## src/design/tcm_cfg.svh

```systemverilog
// constants for the timer channel clock and mode select block
`ifndef TCM_CFG_SVH
`define TCM_CFG_SVH

// register map: mode registers at base plus channel, clock selects likewise
`define TCM_ADDR_W        4
`define TCM_MODE_BASE     1'b0
`define TCM_CKS_BASE      1'b1
`define TCM_NUM_CH        6
`define TCM_LAST_CH       3'h5

// mode register layout
`define TCM_MODE_FIXED    2'h3
`define TCM_MODE_RST      6'h00
`define TCM_BFB_BIT       5
`define TCM_BFA_BIT       4
`define TCM_CKS_RST       3'h0
`define TCM_RD_IDLE       8'h00

// prescaler: a tap of shift k gives the system clock divided by 2**k
`define TCM_PRE_W         12
`define TCM_SH_DIV1       4'h0
`define TCM_SH_DIV4       4'h2
`define TCM_SH_DIV16      4'h4
`define TCM_SH_DIV64      4'h6
`define TCM_SH_DIV256     4'h8
`define TCM_SH_DIV1024    4'ha
`define TCM_SH_DIV4096    4'hc

// defaults for the channel 5 internal taps that have no known ratio
`define TCM_CH5_SH2_DEF   4'h4
`define TCM_CH5_SH3_DEF   4'h6
`define TCM_CH5_SH6_DEF   4'h8

// count clock select codes
`define TCM_CKS_0         3'h0
`define TCM_CKS_1         3'h1
`define TCM_CKS_2         3'h2
`define TCM_CKS_3         3'h3
`define TCM_CKS_4         3'h4
`define TCM_CKS_5         3'h5
`define TCM_CKS_6         3'h6
`define TCM_CKS_7         3'h7

// external pin lanes
`define TCM_PIN_A         0
`define TCM_PIN_B         1
`define TCM_PIN_C         2
`define TCM_PIN_D         3

`endif

```

## src/design/tcm_pkg.sv

```systemverilog
// types shared by the timer channel clock and mode select block
package tcm_pkg;

	// decoded operating mode of one channel
	typedef enum logic [2:0] {
		TCM_NORMAL = 3'h0,
		TCM_PWM1   = 3'h1,
		TCM_PWM2   = 3'h2,
		TCM_PHASE1 = 3'h3,
		TCM_PHASE2 = 3'h4,
		TCM_PHASE3 = 3'h5,
		TCM_PHASE4 = 3'h6,
		TCM_NONE   = 3'h7
	} tcm_mode_t;

	// per-channel control handed to the counter logic
	typedef struct packed {
		logic      buffer_pair_b_enable;
		logic      buffer_pair_a_enable;
		logic [3:0] mode_field;
		tcm_mode_t mode;
	} tcm_chan_ctl_t;

endpackage : tcm_pkg

```

## src/design/tcm_clock_mode.sv

```systemverilog
// count clock selection for channels 1 to 5 and operating mode registers for six timer channels
//
// What this block does
// - codes 000-011 count system clock /1, /4, /16, /64; channel 5 alike for 000, 001
// - channel 1: 100 pin A, 101 pin B, 110 /256, 111 channel 2 overflow
// - channel 2: 100 pin A, 101 pin B, 110 pin C, 111 /1024
// - channel 3: 100 pin A, 101 /1024, 110 /256, 111 /4096
// - channel 4: 100 pin A, 101 pin C, 110 /1024, 111 channel 5 overflow
// - channel 5: 100 pin A, 101 pin C, 111 pin D, others internal taps
// - phase counting on channels 1, 2, 4, 5 ignores the clock select
// - each channel has a mode register; change it only while stopped
// - mode bits 7 and 6 read one and ignore writes
// - bit 5 on channels 0, 3 makes register D buffer register B
// - bit 4 on channels 0, 3 makes register C buffer register A
// - channels 1, 2, 4, 5 read bits 5 and 4 as zero, writes ignored
// - mode field decodes normal, reserved, two pwm, four phase counting modes
//
// Local design decisions: strobed register access and the placing of the registers.
`include "tcm_cfg.svh"

module tcm_clock_mode #(
	parameter logic [3:0] CH5_SH_CODE2 = `TCM_CH5_SH2_DEF, // log2 of ratio for code 010
	parameter logic [3:0] CH5_SH_CODE3 = `TCM_CH5_SH3_DEF, // log2 of ratio for code 011
	parameter logic [3:0] CH5_SH_CODE6 = `TCM_CH5_SH6_DEF  // log2 of ratio for code 110
) (
	input  wire logic                        clk_sys_i,         // system clock
	input  wire logic                        arst_n_i,          // async reset, low
	input  wire logic [`TCM_ADDR_W-1:0]      addr_i,            // register address
	input  wire logic [7:0]                  wr_data_i,         // write data
	input  wire logic                        wr_en_i,           // write strobe
	input  wire logic                        rd_en_i,           // read strobe
	output logic [7:0]                       rd_data_o,         // read data, next cycle
	input  wire logic                        ext_clk_pin_a_i,   // external clock a
	input  wire logic                        ext_clk_pin_b_i,   // external clock b
	input  wire logic                        ext_clk_pin_c_i,   // external clock c
	input  wire logic                        ext_clk_pin_d_i,   // external clock d
	input  wire logic                        counter_ch2_ovf_i, // ch2 over/underflow pulse
	input  wire logic                        counter_ch5_ovf_i, // ch5 over/underflow pulse
	output logic [5:1]                       count_en_o,        // count enables ch1..5
	output tcm_pkg::tcm_chan_ctl_t [5:0]     chan_ctl_o         // mode control per channel
);

	// only channels 0 and 3 own the C and D registers
	function automatic logic has_buf(input logic [2:0] ch);
		return (ch == 3'h0) || (ch == 3'h3);
	endfunction : has_buf

	// tap of the free prescaler: true once every 2**sh cycles
	function automatic logic div_tick(input logic [`TCM_PRE_W-1:0] cnt,
	                                  input logic [3:0] sh);
		logic [`TCM_PRE_W:0] mask;
		mask = (13'h1 << sh) - 13'h1;
		return (cnt & mask[`TCM_PRE_W-1:0]) == mask[`TCM_PRE_W-1:0];
	endfunction : div_tick

	// decode the 4-bit mode field; phase modes are not offered on buffered channels
	function automatic tcm_pkg::tcm_mode_t decode_mode(input logic [3:0] f,
	                                                   input logic [2:0] ch);
		tcm_pkg::tcm_mode_t m;
		m = tcm_pkg::TCM_NONE;
		case (f)
			4'h0: m = tcm_pkg::TCM_NORMAL;
			4'h2: m = tcm_pkg::TCM_PWM1;
			4'h3: m = tcm_pkg::TCM_PWM2;
			4'h4: m = has_buf(ch) ? tcm_pkg::TCM_NONE : tcm_pkg::TCM_PHASE1;
			4'h5: m = has_buf(ch) ? tcm_pkg::TCM_NONE : tcm_pkg::TCM_PHASE2;
			4'h6: m = has_buf(ch) ? tcm_pkg::TCM_NONE : tcm_pkg::TCM_PHASE3;
			4'h7: m = has_buf(ch) ? tcm_pkg::TCM_NONE : tcm_pkg::TCM_PHASE4;
			default: m = tcm_pkg::TCM_NONE;
		endcase
		return m;
	endfunction : decode_mode

	function automatic logic is_phase(input tcm_pkg::tcm_mode_t m);
		return (m == tcm_pkg::TCM_PHASE1) || (m == tcm_pkg::TCM_PHASE2) ||
		       (m == tcm_pkg::TCM_PHASE3) || (m == tcm_pkg::TCM_PHASE4);
	endfunction : is_phase

	logic [5:0]            mode_q [`TCM_NUM_CH];
	logic [5:0]            mode_d [`TCM_NUM_CH];
	logic [2:0]            cks_q  [5:1];
	logic [2:0]            cks_d  [5:1];
	logic [`TCM_PRE_W-1:0] pre_q;
	logic [`TCM_PRE_W-1:0] pre_d;
	logic [3:0]            pin_s1_q;
	logic [3:0]            pin_s2_q;
	logic [3:0]            pin_s3_q;
	logic [3:0]            pin_edge;
	logic [5:1]            cen_d;
	logic [7:0]            rd_d;
	tcm_pkg::tcm_chan_ctl_t [5:0] ctl_d;

	// register writes; accepted at any time, keeping them static is software's job
	always_comb begin
		for (int n = 0; n < `TCM_NUM_CH; n++) begin
			mode_d[n] = mode_q[n];
			if (wr_en_i && addr_i[3] == `TCM_MODE_BASE && addr_i[2:0] == 3'(n)) begin
				mode_d[n] = wr_data_i[5:0];
				if (!has_buf(3'(n))) begin
					mode_d[n][`TCM_BFB_BIT] = 1'b0;
					mode_d[n][`TCM_BFA_BIT] = 1'b0;
				end
			end
		end
		for (int n = 1; n < `TCM_NUM_CH; n++) begin
			cks_d[n] = cks_q[n];
			if (wr_en_i && addr_i[3] == `TCM_CKS_BASE && addr_i[2:0] == 3'(n)) begin
				cks_d[n] = wr_data_i[2:0];
			end
		end
	end

	always_ff @(posedge clk_sys_i or negedge arst_n_i) begin
		if (!arst_n_i) begin
			for (int n = 0; n < `TCM_NUM_CH; n++) begin
				mode_q[n] <= `TCM_MODE_RST;
			end
			for (int n = 1; n < `TCM_NUM_CH; n++) begin
				cks_q[n] <= `TCM_CKS_RST;
			end
		end else begin
			mode_q <= mode_d;
			cks_q  <= cks_d;
		end
	end

	// read mux; mode bits 7:6 are not stored, they are tied high on the way out
	always_comb begin
		rd_d = `TCM_RD_IDLE;
		if (rd_en_i) begin
			if (addr_i[3] == `TCM_MODE_BASE && addr_i[2:0] <= `TCM_LAST_CH) begin
				rd_d = {`TCM_MODE_FIXED, mode_q[addr_i[2:0]]};
			end else if (addr_i[3] == `TCM_CKS_BASE && addr_i[2:0] != 3'h0 &&
			             addr_i[2:0] <= `TCM_LAST_CH) begin
				rd_d = {5'h00, cks_q[addr_i[2:0]]};
			end
		end
	end

	always_ff @(posedge clk_sys_i or negedge arst_n_i) begin
		if (!arst_n_i) begin
			rd_data_o <= `TCM_RD_IDLE;
		end else begin
			rd_data_o <= rd_d;
		end
	end

	// free-running prescaler; one counter feeds every divided tap
	always_comb begin
		pre_d = pre_q + 12'h001;
	end

	always_ff @(posedge clk_sys_i or negedge arst_n_i) begin
		if (!arst_n_i) begin
			pre_q <= '0;
		end else begin
			pre_q <= pre_d;
		end
	end

	// pin synchroniser plus edge stage; the detector compares the second stage with the third
	always_ff @(posedge clk_sys_i or negedge arst_n_i) begin
		if (!arst_n_i) begin
			pin_s1_q <= 4'h0;
			pin_s2_q <= 4'h0;
			pin_s3_q <= 4'h0;
		end else begin
			pin_s1_q <= {ext_clk_pin_d_i, ext_clk_pin_c_i, ext_clk_pin_b_i, ext_clk_pin_a_i};
			pin_s2_q <= pin_s1_q;
			pin_s3_q <= pin_s2_q;
		end
	end

	// rising edges only; edge polarity selection lives outside this block
	assign pin_edge = pin_s2_q & ~pin_s3_q;

	// count enable selection per channel
	always_comb begin
		cen_d = 5'h00;
		case (cks_q[1])
			`TCM_CKS_0: cen_d[1] = div_tick(pre_q, `TCM_SH_DIV1);
			`TCM_CKS_1: cen_d[1] = div_tick(pre_q, `TCM_SH_DIV4);
			`TCM_CKS_2: cen_d[1] = div_tick(pre_q, `TCM_SH_DIV16);
			`TCM_CKS_3: cen_d[1] = div_tick(pre_q, `TCM_SH_DIV64);
			`TCM_CKS_4: cen_d[1] = pin_edge[`TCM_PIN_A];
			`TCM_CKS_5: cen_d[1] = pin_edge[`TCM_PIN_B];
			`TCM_CKS_6: cen_d[1] = div_tick(pre_q, `TCM_SH_DIV256);
			`TCM_CKS_7: cen_d[1] = counter_ch2_ovf_i;
			default:    cen_d[1] = 1'b0;
		endcase
		case (cks_q[2])
			`TCM_CKS_0: cen_d[2] = div_tick(pre_q, `TCM_SH_DIV1);
			`TCM_CKS_1: cen_d[2] = div_tick(pre_q, `TCM_SH_DIV4);
			`TCM_CKS_2: cen_d[2] = div_tick(pre_q, `TCM_SH_DIV16);
			`TCM_CKS_3: cen_d[2] = div_tick(pre_q, `TCM_SH_DIV64);
			`TCM_CKS_4: cen_d[2] = pin_edge[`TCM_PIN_A];
			`TCM_CKS_5: cen_d[2] = pin_edge[`TCM_PIN_B];
			`TCM_CKS_6: cen_d[2] = pin_edge[`TCM_PIN_C];
			`TCM_CKS_7: cen_d[2] = div_tick(pre_q, `TCM_SH_DIV1024);
			default:    cen_d[2] = 1'b0;
		endcase
		case (cks_q[3])
			`TCM_CKS_0: cen_d[3] = div_tick(pre_q, `TCM_SH_DIV1);
			`TCM_CKS_1: cen_d[3] = div_tick(pre_q, `TCM_SH_DIV4);
			`TCM_CKS_2: cen_d[3] = div_tick(pre_q, `TCM_SH_DIV16);
			`TCM_CKS_3: cen_d[3] = div_tick(pre_q, `TCM_SH_DIV64);
			`TCM_CKS_4: cen_d[3] = pin_edge[`TCM_PIN_A];
			`TCM_CKS_5: cen_d[3] = div_tick(pre_q, `TCM_SH_DIV1024);
			`TCM_CKS_6: cen_d[3] = div_tick(pre_q, `TCM_SH_DIV256);
			`TCM_CKS_7: cen_d[3] = div_tick(pre_q, `TCM_SH_DIV4096);
			default:    cen_d[3] = 1'b0;
		endcase
		case (cks_q[4])
			`TCM_CKS_0: cen_d[4] = div_tick(pre_q, `TCM_SH_DIV1);
			`TCM_CKS_1: cen_d[4] = div_tick(pre_q, `TCM_SH_DIV4);
			`TCM_CKS_2: cen_d[4] = div_tick(pre_q, `TCM_SH_DIV16);
			`TCM_CKS_3: cen_d[4] = div_tick(pre_q, `TCM_SH_DIV64);
			`TCM_CKS_4: cen_d[4] = pin_edge[`TCM_PIN_A];
			`TCM_CKS_5: cen_d[4] = pin_edge[`TCM_PIN_C];
			`TCM_CKS_6: cen_d[4] = div_tick(pre_q, `TCM_SH_DIV1024);
			`TCM_CKS_7: cen_d[4] = counter_ch5_ovf_i;
			default:    cen_d[4] = 1'b0;
		endcase
		case (cks_q[5])
			`TCM_CKS_0: cen_d[5] = div_tick(pre_q, `TCM_SH_DIV1);
			`TCM_CKS_1: cen_d[5] = div_tick(pre_q, `TCM_SH_DIV4);
			`TCM_CKS_2: cen_d[5] = div_tick(pre_q, CH5_SH_CODE2);
			`TCM_CKS_3: cen_d[5] = div_tick(pre_q, CH5_SH_CODE3);
			`TCM_CKS_4: cen_d[5] = pin_edge[`TCM_PIN_A];
			`TCM_CKS_5: cen_d[5] = pin_edge[`TCM_PIN_C];
			`TCM_CKS_6: cen_d[5] = div_tick(pre_q, CH5_SH_CODE6);
			`TCM_CKS_7: cen_d[5] = pin_edge[`TCM_PIN_D];
			default:    cen_d[5] = 1'b0;
		endcase
		// phase counting drives the counter from its own pins, so the select is void
		for (int n = 1; n < `TCM_NUM_CH; n++) begin
			if (is_phase(decode_mode(mode_q[n][3:0], 3'(n)))) begin
				cen_d[n] = 1'b0;
			end
		end
	end

	always_ff @(posedge clk_sys_i or negedge arst_n_i) begin
		if (!arst_n_i) begin
			count_en_o <= 5'h00;
		end else begin
			count_en_o <= cen_d;
		end
	end

	// mode control outputs, registered so the counters see stable values
	always_comb begin
		for (int n = 0; n < `TCM_NUM_CH; n++) begin
			ctl_d[n].buffer_pair_b_enable = mode_q[n][`TCM_BFB_BIT];
			ctl_d[n].buffer_pair_a_enable = mode_q[n][`TCM_BFA_BIT];
			ctl_d[n].mode_field           = mode_q[n][3:0];
			ctl_d[n].mode                 = decode_mode(mode_q[n][3:0], 3'(n));
		end
	end

	always_ff @(posedge clk_sys_i or negedge arst_n_i) begin
		if (!arst_n_i) begin
			chan_ctl_o <= '0;
		end else begin
			chan_ctl_o <= ctl_d;
		end
	end

endmodule : tcm_clock_mode

```

## config.mk

```make
export PLATFORM = sky130hd
export DESIGN_NAME = tcm_clock_mode
export DESIGN_NICKNAME = d
export VERILOG_FILES = /design/src/design/tcm_pkg.sv /design/src/design/tcm_clock_mode.sv
export VERILOG_INCLUDE_DIRS = /design/src /design/src/design
export SDC_FILE = /design/constraint.sdc
export NUM_CORES = 1
export LEC_CHECK = 0
export BUFFER_PORTS_ARGS = -buffer_cell sky130_fd_sc_hd__buf_2
export CELL_PAD_IN_SITES_DETAIL_PLACEMENT = 0
export CELL_PAD_IN_SITES_GLOBAL_PLACEMENT = 2
export CORE_UTILIZATION = 37
export CTS_CLUSTER_SIZE = 30
export DETAILED_ROUTE_END_ITERATION = 8
export PLACE_DENSITY = 0.79
export SYNTH_ARGS = -nofsm -noshare
export SYNTH_HDL_FRONTEND = slang
export SYNTH_SLANG_ARGS = --single-unit
```

## constraint.sdc

```tcl
create_clock -name clk_sys_i -period 1.6 [get_ports clk_sys_i]
set_input_delay 0.08 -clock clk_sys_i [delete_from_list [all_inputs] [get_ports clk_sys_i]]
set_output_delay 0.08 -clock clk_sys_i [all_outputs]
set_load 0.02 [all_outputs]
```

; Word-level counts from Yosys, hierarchy flattened
; Cells that the tools add are included.
[totals]
register_bits = 126
in_bits = 22
elab_cells = 203
[op_classes]
muxes = 24
n_bitwise = 4
n_reduce_logical = 44
magnitude_cmp = 3
add_sub_neg = 1
n_eq_ne = 94
[op_table]
columns = op, n
row1 = $eq A3 B3 Y1 const B, 37
row2 = $pmux W3 S7, 4
row3 = $eq A4 B3 Y1 const B, 16
row4 = $eq A3 B2 Y1 const B, 17
row5 = $eq A4 B2 Y1 const B, 12
row6 = $pmux W1 S8, 5
row7 = $logic_not A4 Y1, 6
row8 = $bmux W6 S3, 1
row9 = $eq A3 B1 Y1 const B, 6
row10 = $logic_not A3 Y1, 6
row11 = $pmux W3 S3, 2
row12 = $logic_and A1 B1 Y1, 16
row13 = $mux W8, 2
row14 = $logic_or A1 B1 Y1, 15
row15 = $add A12 B1 Y12 const B, 1
row16 = $eq A12 B12 Y1 const B, 1
row17 = $mux W6, 2
row18 = $eq A10 B10 Y1 const B, 1
row19 = $bmux W3 S3, 1
row20 = $eq A8 B8 Y1 const B, 1
row21 = $eq A6 B6 Y1 const B, 1
row22 = $mux W3, 2
row23 = $mux W1, 5
row24 = $and A4 B4 Y4, 1
row25 = other kinds (9), 9

; Longest topological paths before layout
; Gate-level depths: netlist of run 1.
[depth]
depth_word = 7
mapped_depth = 6

; Worst setup path after synthesis of run 1
; OpenSTA, ideal clock, no wires.
[synth_timing]
path_type = register to register
from = register pre_q[0]
to = register count_en_o[3] (netlist name)
path_buffers = 1
setup_time_ps = 129
period_less_slack_ps = 1387
t_arrival_ps = 1258
path_slack_ps = 213
path_stages_with_launch = 7
path_cell_list = dfrtp_1 ha_1 buf_2 and3_1 a2bb2oi_1 o32a_1 o21ai_0
[synth_via]
elab_chain_cells = 3
[synth_lines]
columns = element, line
row1 = from (decl), tcm_clock_mode.sv:83  ; logic [`TCM_PRE_W-1:0] pre_q;
row2 = from (signal assigned), tcm_clock_mode.sv:157  ; pre_q <= pre_d;
row3 = "$eq A12 B12 Y1, or another cell as far along", tcm_clock_mode.sv:53  ; return (cnt & mask[`TCM_PRE_W-1:0]) == mask[`TCM_PRE_W-1:0];
row4 = $pmux W1 S8 (*), tcm_clock_mode.sv:202  ; case (cks_q[3])
row5 = $mux W1 (*), tcm_clock_mode.sv:237  ; if (is_phase(decode_mode(mode_q[n][3:0], 3'(n)))) begin
row6 = "via cen_d, one bit", tcm_clock_mode.sv:89  ; logic [5:1] cen_d;
row7 = to (signal assigned), tcm_clock_mode.sv:247  ; count_en_o <= cen_d;
row8 = to (decl), tcm_clock_mode.sv:39  ; output logic [5:1] count_en_o,
; Mark *: on every way through the listed nets, which the timed path passes. The rest lies on a longest branch.
; A chain may end at the register's enable or synchronous reset.

; Final worst setup path of run 1
[layout_timing]
from = register pre_q[0]
to = register pre_q[8]
[layout_via]
elab_chain_cells = 1
[layout_lines]
columns = element, line
row1 = $add A12 B1 Y12, tcm_clock_mode.sv:150  ; pre_d = pre_q + 12'h001;
row2 = via pre_d[8], tcm_clock_mode.sv:84  ; logic [`TCM_PRE_W-1:0] pre_d;
; The timed path passes the listed nets, and every way through them passes these cells.

==> results of run 1 <==
## critical path: stages (launching register included)
cell	delay [ps]
dfrtp_1	360
ha_2	230
and3_2	260
nand3_1	180
nor2_1	170
xor2_1	170
## flip-flops by register name, summed over array words and instances (netlist names)
signal and cells:
chan_ctl_o 46, pin_s1_q 4, cks_q 15, count_en_o 5
pin_s3_q 4, pre_q 12, ctl_d 28, pin_s2_q 4
rd_data_o 7
## metrics by stage
stage	util	area, um^2	cells	total power [uW]	hold WS (ps)
4_1_cts	0.4821	6435	685	10620	28.04
3_5_place_dp	0.4261	5688	645	6334	-32.10
6_report	0.4833	6451	686	10500	37.59
2_1_floorplan	-	5112	401	5550	-215.6
3_3_place_gp	0.4261	5688	645	6293	-38.56
5_1_grt	0.4833	6451	686	11000	45.60
## Yosys cell counts, types with 3 or more instances
cell type | count | share of area
nand3_1 | 13 | 0.013
a31oi_1 | 4 | 0.0049
a21oi_1 | 8 | 0.0079
inv_1 | 7 | 0.0052
nor2b_1 | 14 | 0.017
buf_4 | 10 | 0.015
xnor2_1 | 10 | 0.017
mux2_2 | 42 | 0.093
mux2i_1 | 14 | 0.028
a211o_1 | 4 | 0.0069
buf_2 | 5 | 0.0049
o21ai_0 | 17 | 0.017
o22ai_1 | 6 | 0.0074
a21o_1 | 6 | 0.0089
clkbuf_1 | 3 | 0.0022
nand2b_1 | 12 | 0.015
nor2_1 | 18 | 0.013
nand4_1 | 4 | 0.0049
nand3b_1 | 8 | 0.012
dfrtp_1 | 125 | 0.62
or3_1 | 4 | 0.0049
xor2_1 | 4 | 0.0069
nand2_1 | 20 | 0.015
## routing by layer
layer	vias to the layer above	GRT usage	part of all wire
li1	1591	-	-
met1	1666	0.2139	0.47
met2	84	0.2482	0.47
met3	17	0.04789	0.044
met4	0	0.06804	0.015
met5	-	0	0
## power by group through the flow
stage / Sequential (uW) / Combinational, uW / Clock [uW]
2_1_floorplan: 4720 / 830 / 0
3_3_place_gp: 4340 / 1950 / 0
3_5_place_dp: 4360 / 1970 / 0
4_1_cts: 4310 / 2000 / 4310
5_1_grt: 4410 / 2140 / 4440
6_report: 4310 / 1970 / 4230
## worst max-delay path by stage
stage	cells past startpoint	slack, ps	end	startpoint
finish	5	150	pre_q[8]$_DFF_PN0_	pre_q[0]$_DFF_PN0_
global route	5	5	pre_q[8]$_DFF_PN0_	pre_q[0]$_DFF_PN0_
CTS	5	70	pre_q[8]$_DFF_PN0_	pre_q[0]$_DFF_PN0_
detailed placement	5	70	pre_q[10]$_DFF_PN0_	pre_q[0]$_DFF_PN0_
floorplan	6	210	count_en_o[3]$_DFF_PN0_	pre_q[0]$_DFF_PN0_
global placement	5	120	pre_q[10]$_DFF_PN0_	pre_q[0]$_DFF_PN0_
## kinds of logic after synthesis
family	after synthesis
flip-flops	125
AND/OR/NAND/NOR	111
AO/OA/AOI/OAI	58
multiplexers	57
buffers and inverters	27
XOR/XNOR	14
adder cells (fa/ha/maj)	1
other	1
## area by class of cell
type / count / area share
clock buffer: 19 / 0.07021
sequential: 125 / 0.4849
tap: 176 / 0.03413
multi-input combinational: 249 / 0.2836
timing repair buffer: 97 / 0.08999
inverter: 7 / 0.004073
clock inverter: 13 / 0.03317
## what timing repair did
item,4_1_cts,5_1_grt
endpoints found under the setup margin,0,5
setup buffers,0,1
hold endpoints to repair,134,0
hold buffers,8,0
gates resized for setup,0,3
==> run metrics, run 1 <==
Remaining Overflow, GRT=0; final clock skew=slightly above 5 ps; fill count=1,226; clock network fraction of total power=0.403; final worst slack=approximately 150 ps; final worst-path cycle share=0.9076; R2R Setup Slk=150 ps; vias=3,358; status=finished clean; DR WL/cell=about 16 um; asr flop ratio synth=1.000; Initial Utilization=0.3810; power density cells=between 1500 and 2000 nW/um^2; most common cell after layout, fill and taps aside=dfrtp_1; hold path cells=2; Post-Synth XOR/XNOR Area=0.02411; detailed placement HPWL=~7.3 mm; Area Overhead vs Synth=26.84%; critical path required time=roughly 1900 ps; Clock Pin Slew Worst Setup and Hold Paths=60 ps; Iter 0 DRT Violations=about 130; largest net degree at the start of global routing=63; initial antenna violation count=0; I/O pin cnt=a little under 90; FMAX=~0.7 GHz; RSZ-0062 raised after global routing=no; global-route usage over all layers=0.1622; adder-cell share of the synthesized area=0.002460; die footprint=roughly 14,000 um^2; yosys warns=0; CP startpoint kind=flop; Post-synth EDFFs=0; CTS tree=done; Synth Register Bits=~130; DRC Markers=0; Leakage=0.002967 uW; worst r2r src=pre_q[0]$_DFF_PN0_; Port Buf Inserts=between 70 and 80; mux contribution to synthesized area=0.1257; Critical R2R Capture=pre_q[8]$_DFF_PN0_; R2R depth=5; Synth Area in Compound Gates=0.07577; Avg Inst Size Synth=between 10 and 15 um^2; sequential share of power=0.410; Final Critical Period=1452 ps; Logic pwr share=0.187; Rows=42; final count of pins violating max slew=0; Worst Path Arrival=about 1800 ps; clk_lat worst skew=420 ps; commonest non-fill, non-tap cells in the layout=dfrtp_1 (125), buf_2 (77), mux2_2 (42), nand2_1 (20), nor2_1 (18); first-pass GRT wire length=approximately 17 mm; drt pass-1 iters=4; Crit Path Class=reg -> reg; Antenna Nets Post-Route=0; largest family of logic cells by synthesized area=multiplexers; setup TNS=0 ps; die width=roughly 120 um; Total Routed Length=10.71 mm; Die H=around 120 um; clock root buffer=clkbuf_16; Seq/Total Area, Yosys=0.6150; top_reg_cell synth=dfrtp_1; number of max-cap violations=0; mapped cell area=just over 5000 um^2; n_diodes=0; Worst setup EP type=flop; VDD IR max=between 0.6 and 0.7 mV; worst slack at placement=about 70 ps; Worst Hold End=ctl_d[15]$_DFFE_PN0P_; NetSw=around 3000 uW; CTS buffer count=17; endpoints failing hold=0; Max H-tree Level=4; Setup-failing EPs final=0; CORE AREA=between 10,000 and 15,000 um^2; Mapped Cells=between 300 and 400; clock sinks=between 100 and 150; footprint of the multi-input gates=around 1800 um^2; FF/Latch Area=3128 um^2; min-delay src=wr_data_i[3]; Simple-Gate Fraction of Synth Area=0.1240; hold crit path type=in -> reg; vias per cell=around 4.9; Final Net Count=520; fraction of layout cells with a size suffix above 1=0.3392; CP max FO=5; vias in the first global route=between 3,000 and 4,000; routability cong.=0.7580; Yosys cell types=53; deepest clock path buffer count=2; Switching Fraction=0.2859; internal power=between 7000 and 8000 uW
Note: power is estimated with default switching activity, not from simulation.
==> run 2, diff against run 1 <==
- CORE_UTILIZATION: 37 -> 40
- PLACE_DENSITY: 0.79 -> 0.84
- clock period: 1.6 -> 1.8 ns (I/O delays scaled with it)
==> run 2 against run 1 <==
Cell count down 1.7%. Clock-buffer cell count up 2. Sequential power down 11%. First-iteration DRC count up 76%. Critical path depth down 1. Register-to-register slack better by 200 ps. Critical path type unchanged. Critical endpoint is now rd_data_o[3]$_DFF_PN0_.
==> run metrics, run 2 (synthesis gave the netlist of run 1 again) <==
first-pass GRT wire length=about 17 mm; final count of pins violating max slew=0; Remaining Overflow, GRT=0; deepest clock path buffer count=2; die width=roughly 110 um; Clock Pin Slew Worst Setup and Hold Paths=around 60 ps; clk_lat worst skew=around 420 ps; largest net degree at the start of global routing=51; Initial Utilization=0.4165; Area Overhead vs Synth=25.34%; final worst slack=352.6 ps; commonest non-fill, non-tap cells in the layout=dfrtp_1 (125), buf_2 (77), mux2_2 (42), nand2_1 (20), nor2_1 (18); Setup Buffers After CTS=0; clock sinks=about 130; R2R depth=4; Reg with most FFs=chan_ctl_o; number of max-cap violations=0; CTS tree=done; Antenna Nets Post-Route=0; die footprint=between 10,000 and 15,000 um^2; vias in the first global route=around 3,200; CP startpoint kind=flop; met3 wire len=between 400 and 500 um; status=finished clean; drt pass-1 iters=5; power density cells=about 1400 nW/um^2; R2R Setup Slk=roughly 350 ps; Max Used Layer=met4; Rows=40; n_diodes=0; CTS buffer count=17; Final Net Count=516; Iter 0 DRT Violations=222; Total Routed Length=between 10 and 15 mm; critical path launch point=ctl_d[15]$_DFFE_PN0P_; endpoints failing hold=0; Worst setup EP type=flop; CP Capture Point=rd_data_o[3]$_DFF_PN0_; Port Buf Inserts=78; CP max FO=7; global-route usage over all layers=0.1742; clock root buffer=clkbuf_16; final clock skew=7.475 ps; Max H-tree Level=4; max reg flops=between 40 and 50; Final Core Density=0.5220; vias per cell=4.889; worst slack at placement=about 340 ps; Critical R2R Capture=rd_data_o[3]$_DFF_PN0_; hold crit path type=in -> reg; Setup-failing EPs final=0; most common cell after layout, fill and taps aside=dfrtp_1; DRC Markers=0; initial antenna violation count=0; vias=between 3,000 and 4,000; final worst-path cycle share=0.8041; RSZ-0062 raised after global routing=no; Crit Path Class=reg -> reg; critical path required time=about 2100 ps; FMAX=a little under 0.7 GHz; worst r2r src=ctl_d[15]$_DFFE_PN0P_; fill count=1,079; setup TNS=0 ps; CORE AREA=between 10,000 and 15,000 um^2; I/O pin cnt=slightly below 90; fraction of layout cells with a size suffix above 1=0.3221; post-CTS sizing=0; detailed placement HPWL=about 7.2 mm; Metal-1 WL=about 4.8 mm; DR WL/cell=15.61 um; met2 wire len=5.067 mm; Final Critical Period=approximately 1400 ps; routability cong.=a little under 0.8; Leakage=around 0.003 uW; VDD IR max=~0.5 mV; Die H=between 100 and 150 um; Worst Path Arrival=about 1800 ps
-- run 2: worst min-delay path by stage --
stage | from | endpoint | slack [ps] | cells after the start
floorplan | arst_n_i | chan_ctl_o[0]$_DFF_PN0_ | -210 | 0
global placement | arst_n_i | chan_ctl_o[3]$_DFF_PN0_ | 50 | 1
detailed placement | arst_n_i | chan_ctl_o[5]$_DFF_PN0_ | 60 | 1
CTS | wr_data_i[3] | ctl_d[24]$_DFFE_PN0P_ | 40 | 2
global route | wr_data_i[3] | ctl_d[6]$_DFFE_PN0P_ | 50 | 2
finish | wr_data_i[3] | ctl_d[24]$_DFFE_PN0P_ | 50 | 2
-- run 2: worst max-delay path, stage by stage, from the launching register on --
cell and delay [ps]:
dfrtp_1 470, mux4_1 560, inv_1 90, o22ai_1 70, and2_1 160
-- run 2: stage by stage --
stage	hold slack, ps	power, uW	std cells	instance area, um^2
global placement	54.94	5564	634	5655
CTS	39.67	9318	674	6375
floorplan	-205.6	4933	401	5112
global route	49.32	9664	674	6375
detailed placement	59.79	5607	634	5655
finish	47.19	9226	674	6375
-- run 2: area by class of cell --
| class | count | area (um^2) | share of cell area |
|---|---|---|---|
| flip-flops and latches | 125 | 3128 | 0.4907 |
| clock inverters | 11 | 188.9 | 0.02964 |
| clock buffers | 21 | 450.4 | 0.07066 |
| repair buffers | 93 | 550.5 | 0.08636 |
| well taps | 168 | 210.2 | 0.03297 |
| inverters | 7 | 26.28 | 0.004122 |
| multi-input cells | 249 | 1821 | 0.2856 |
-- run 2: repair_timing --
| item | in CTS | in global routing |
|---|---|---|
| hold endpoints to repair | 40 | 0 |
| endpoints found under the setup margin | 0 | 0 |
| hold buffers | 8 | 0 |
-- run 2: report_power, final --
part	internal (uW)	switching (uW)	leakage, uW
Sequential	3380	463	0.00152
Clock	2490	1180	0.000307
Combinational	740	978	0.00113
Total	6600	2620	0.00295
-- run 2: metal layers --
metal / up-vias / track usage
met5: - / 0
met4: 0 / 0.07792
met3: 20 / 0.05219
met2: 80 / 0.2743
met1: 1615 / 0.2232
li1: 1580 / -
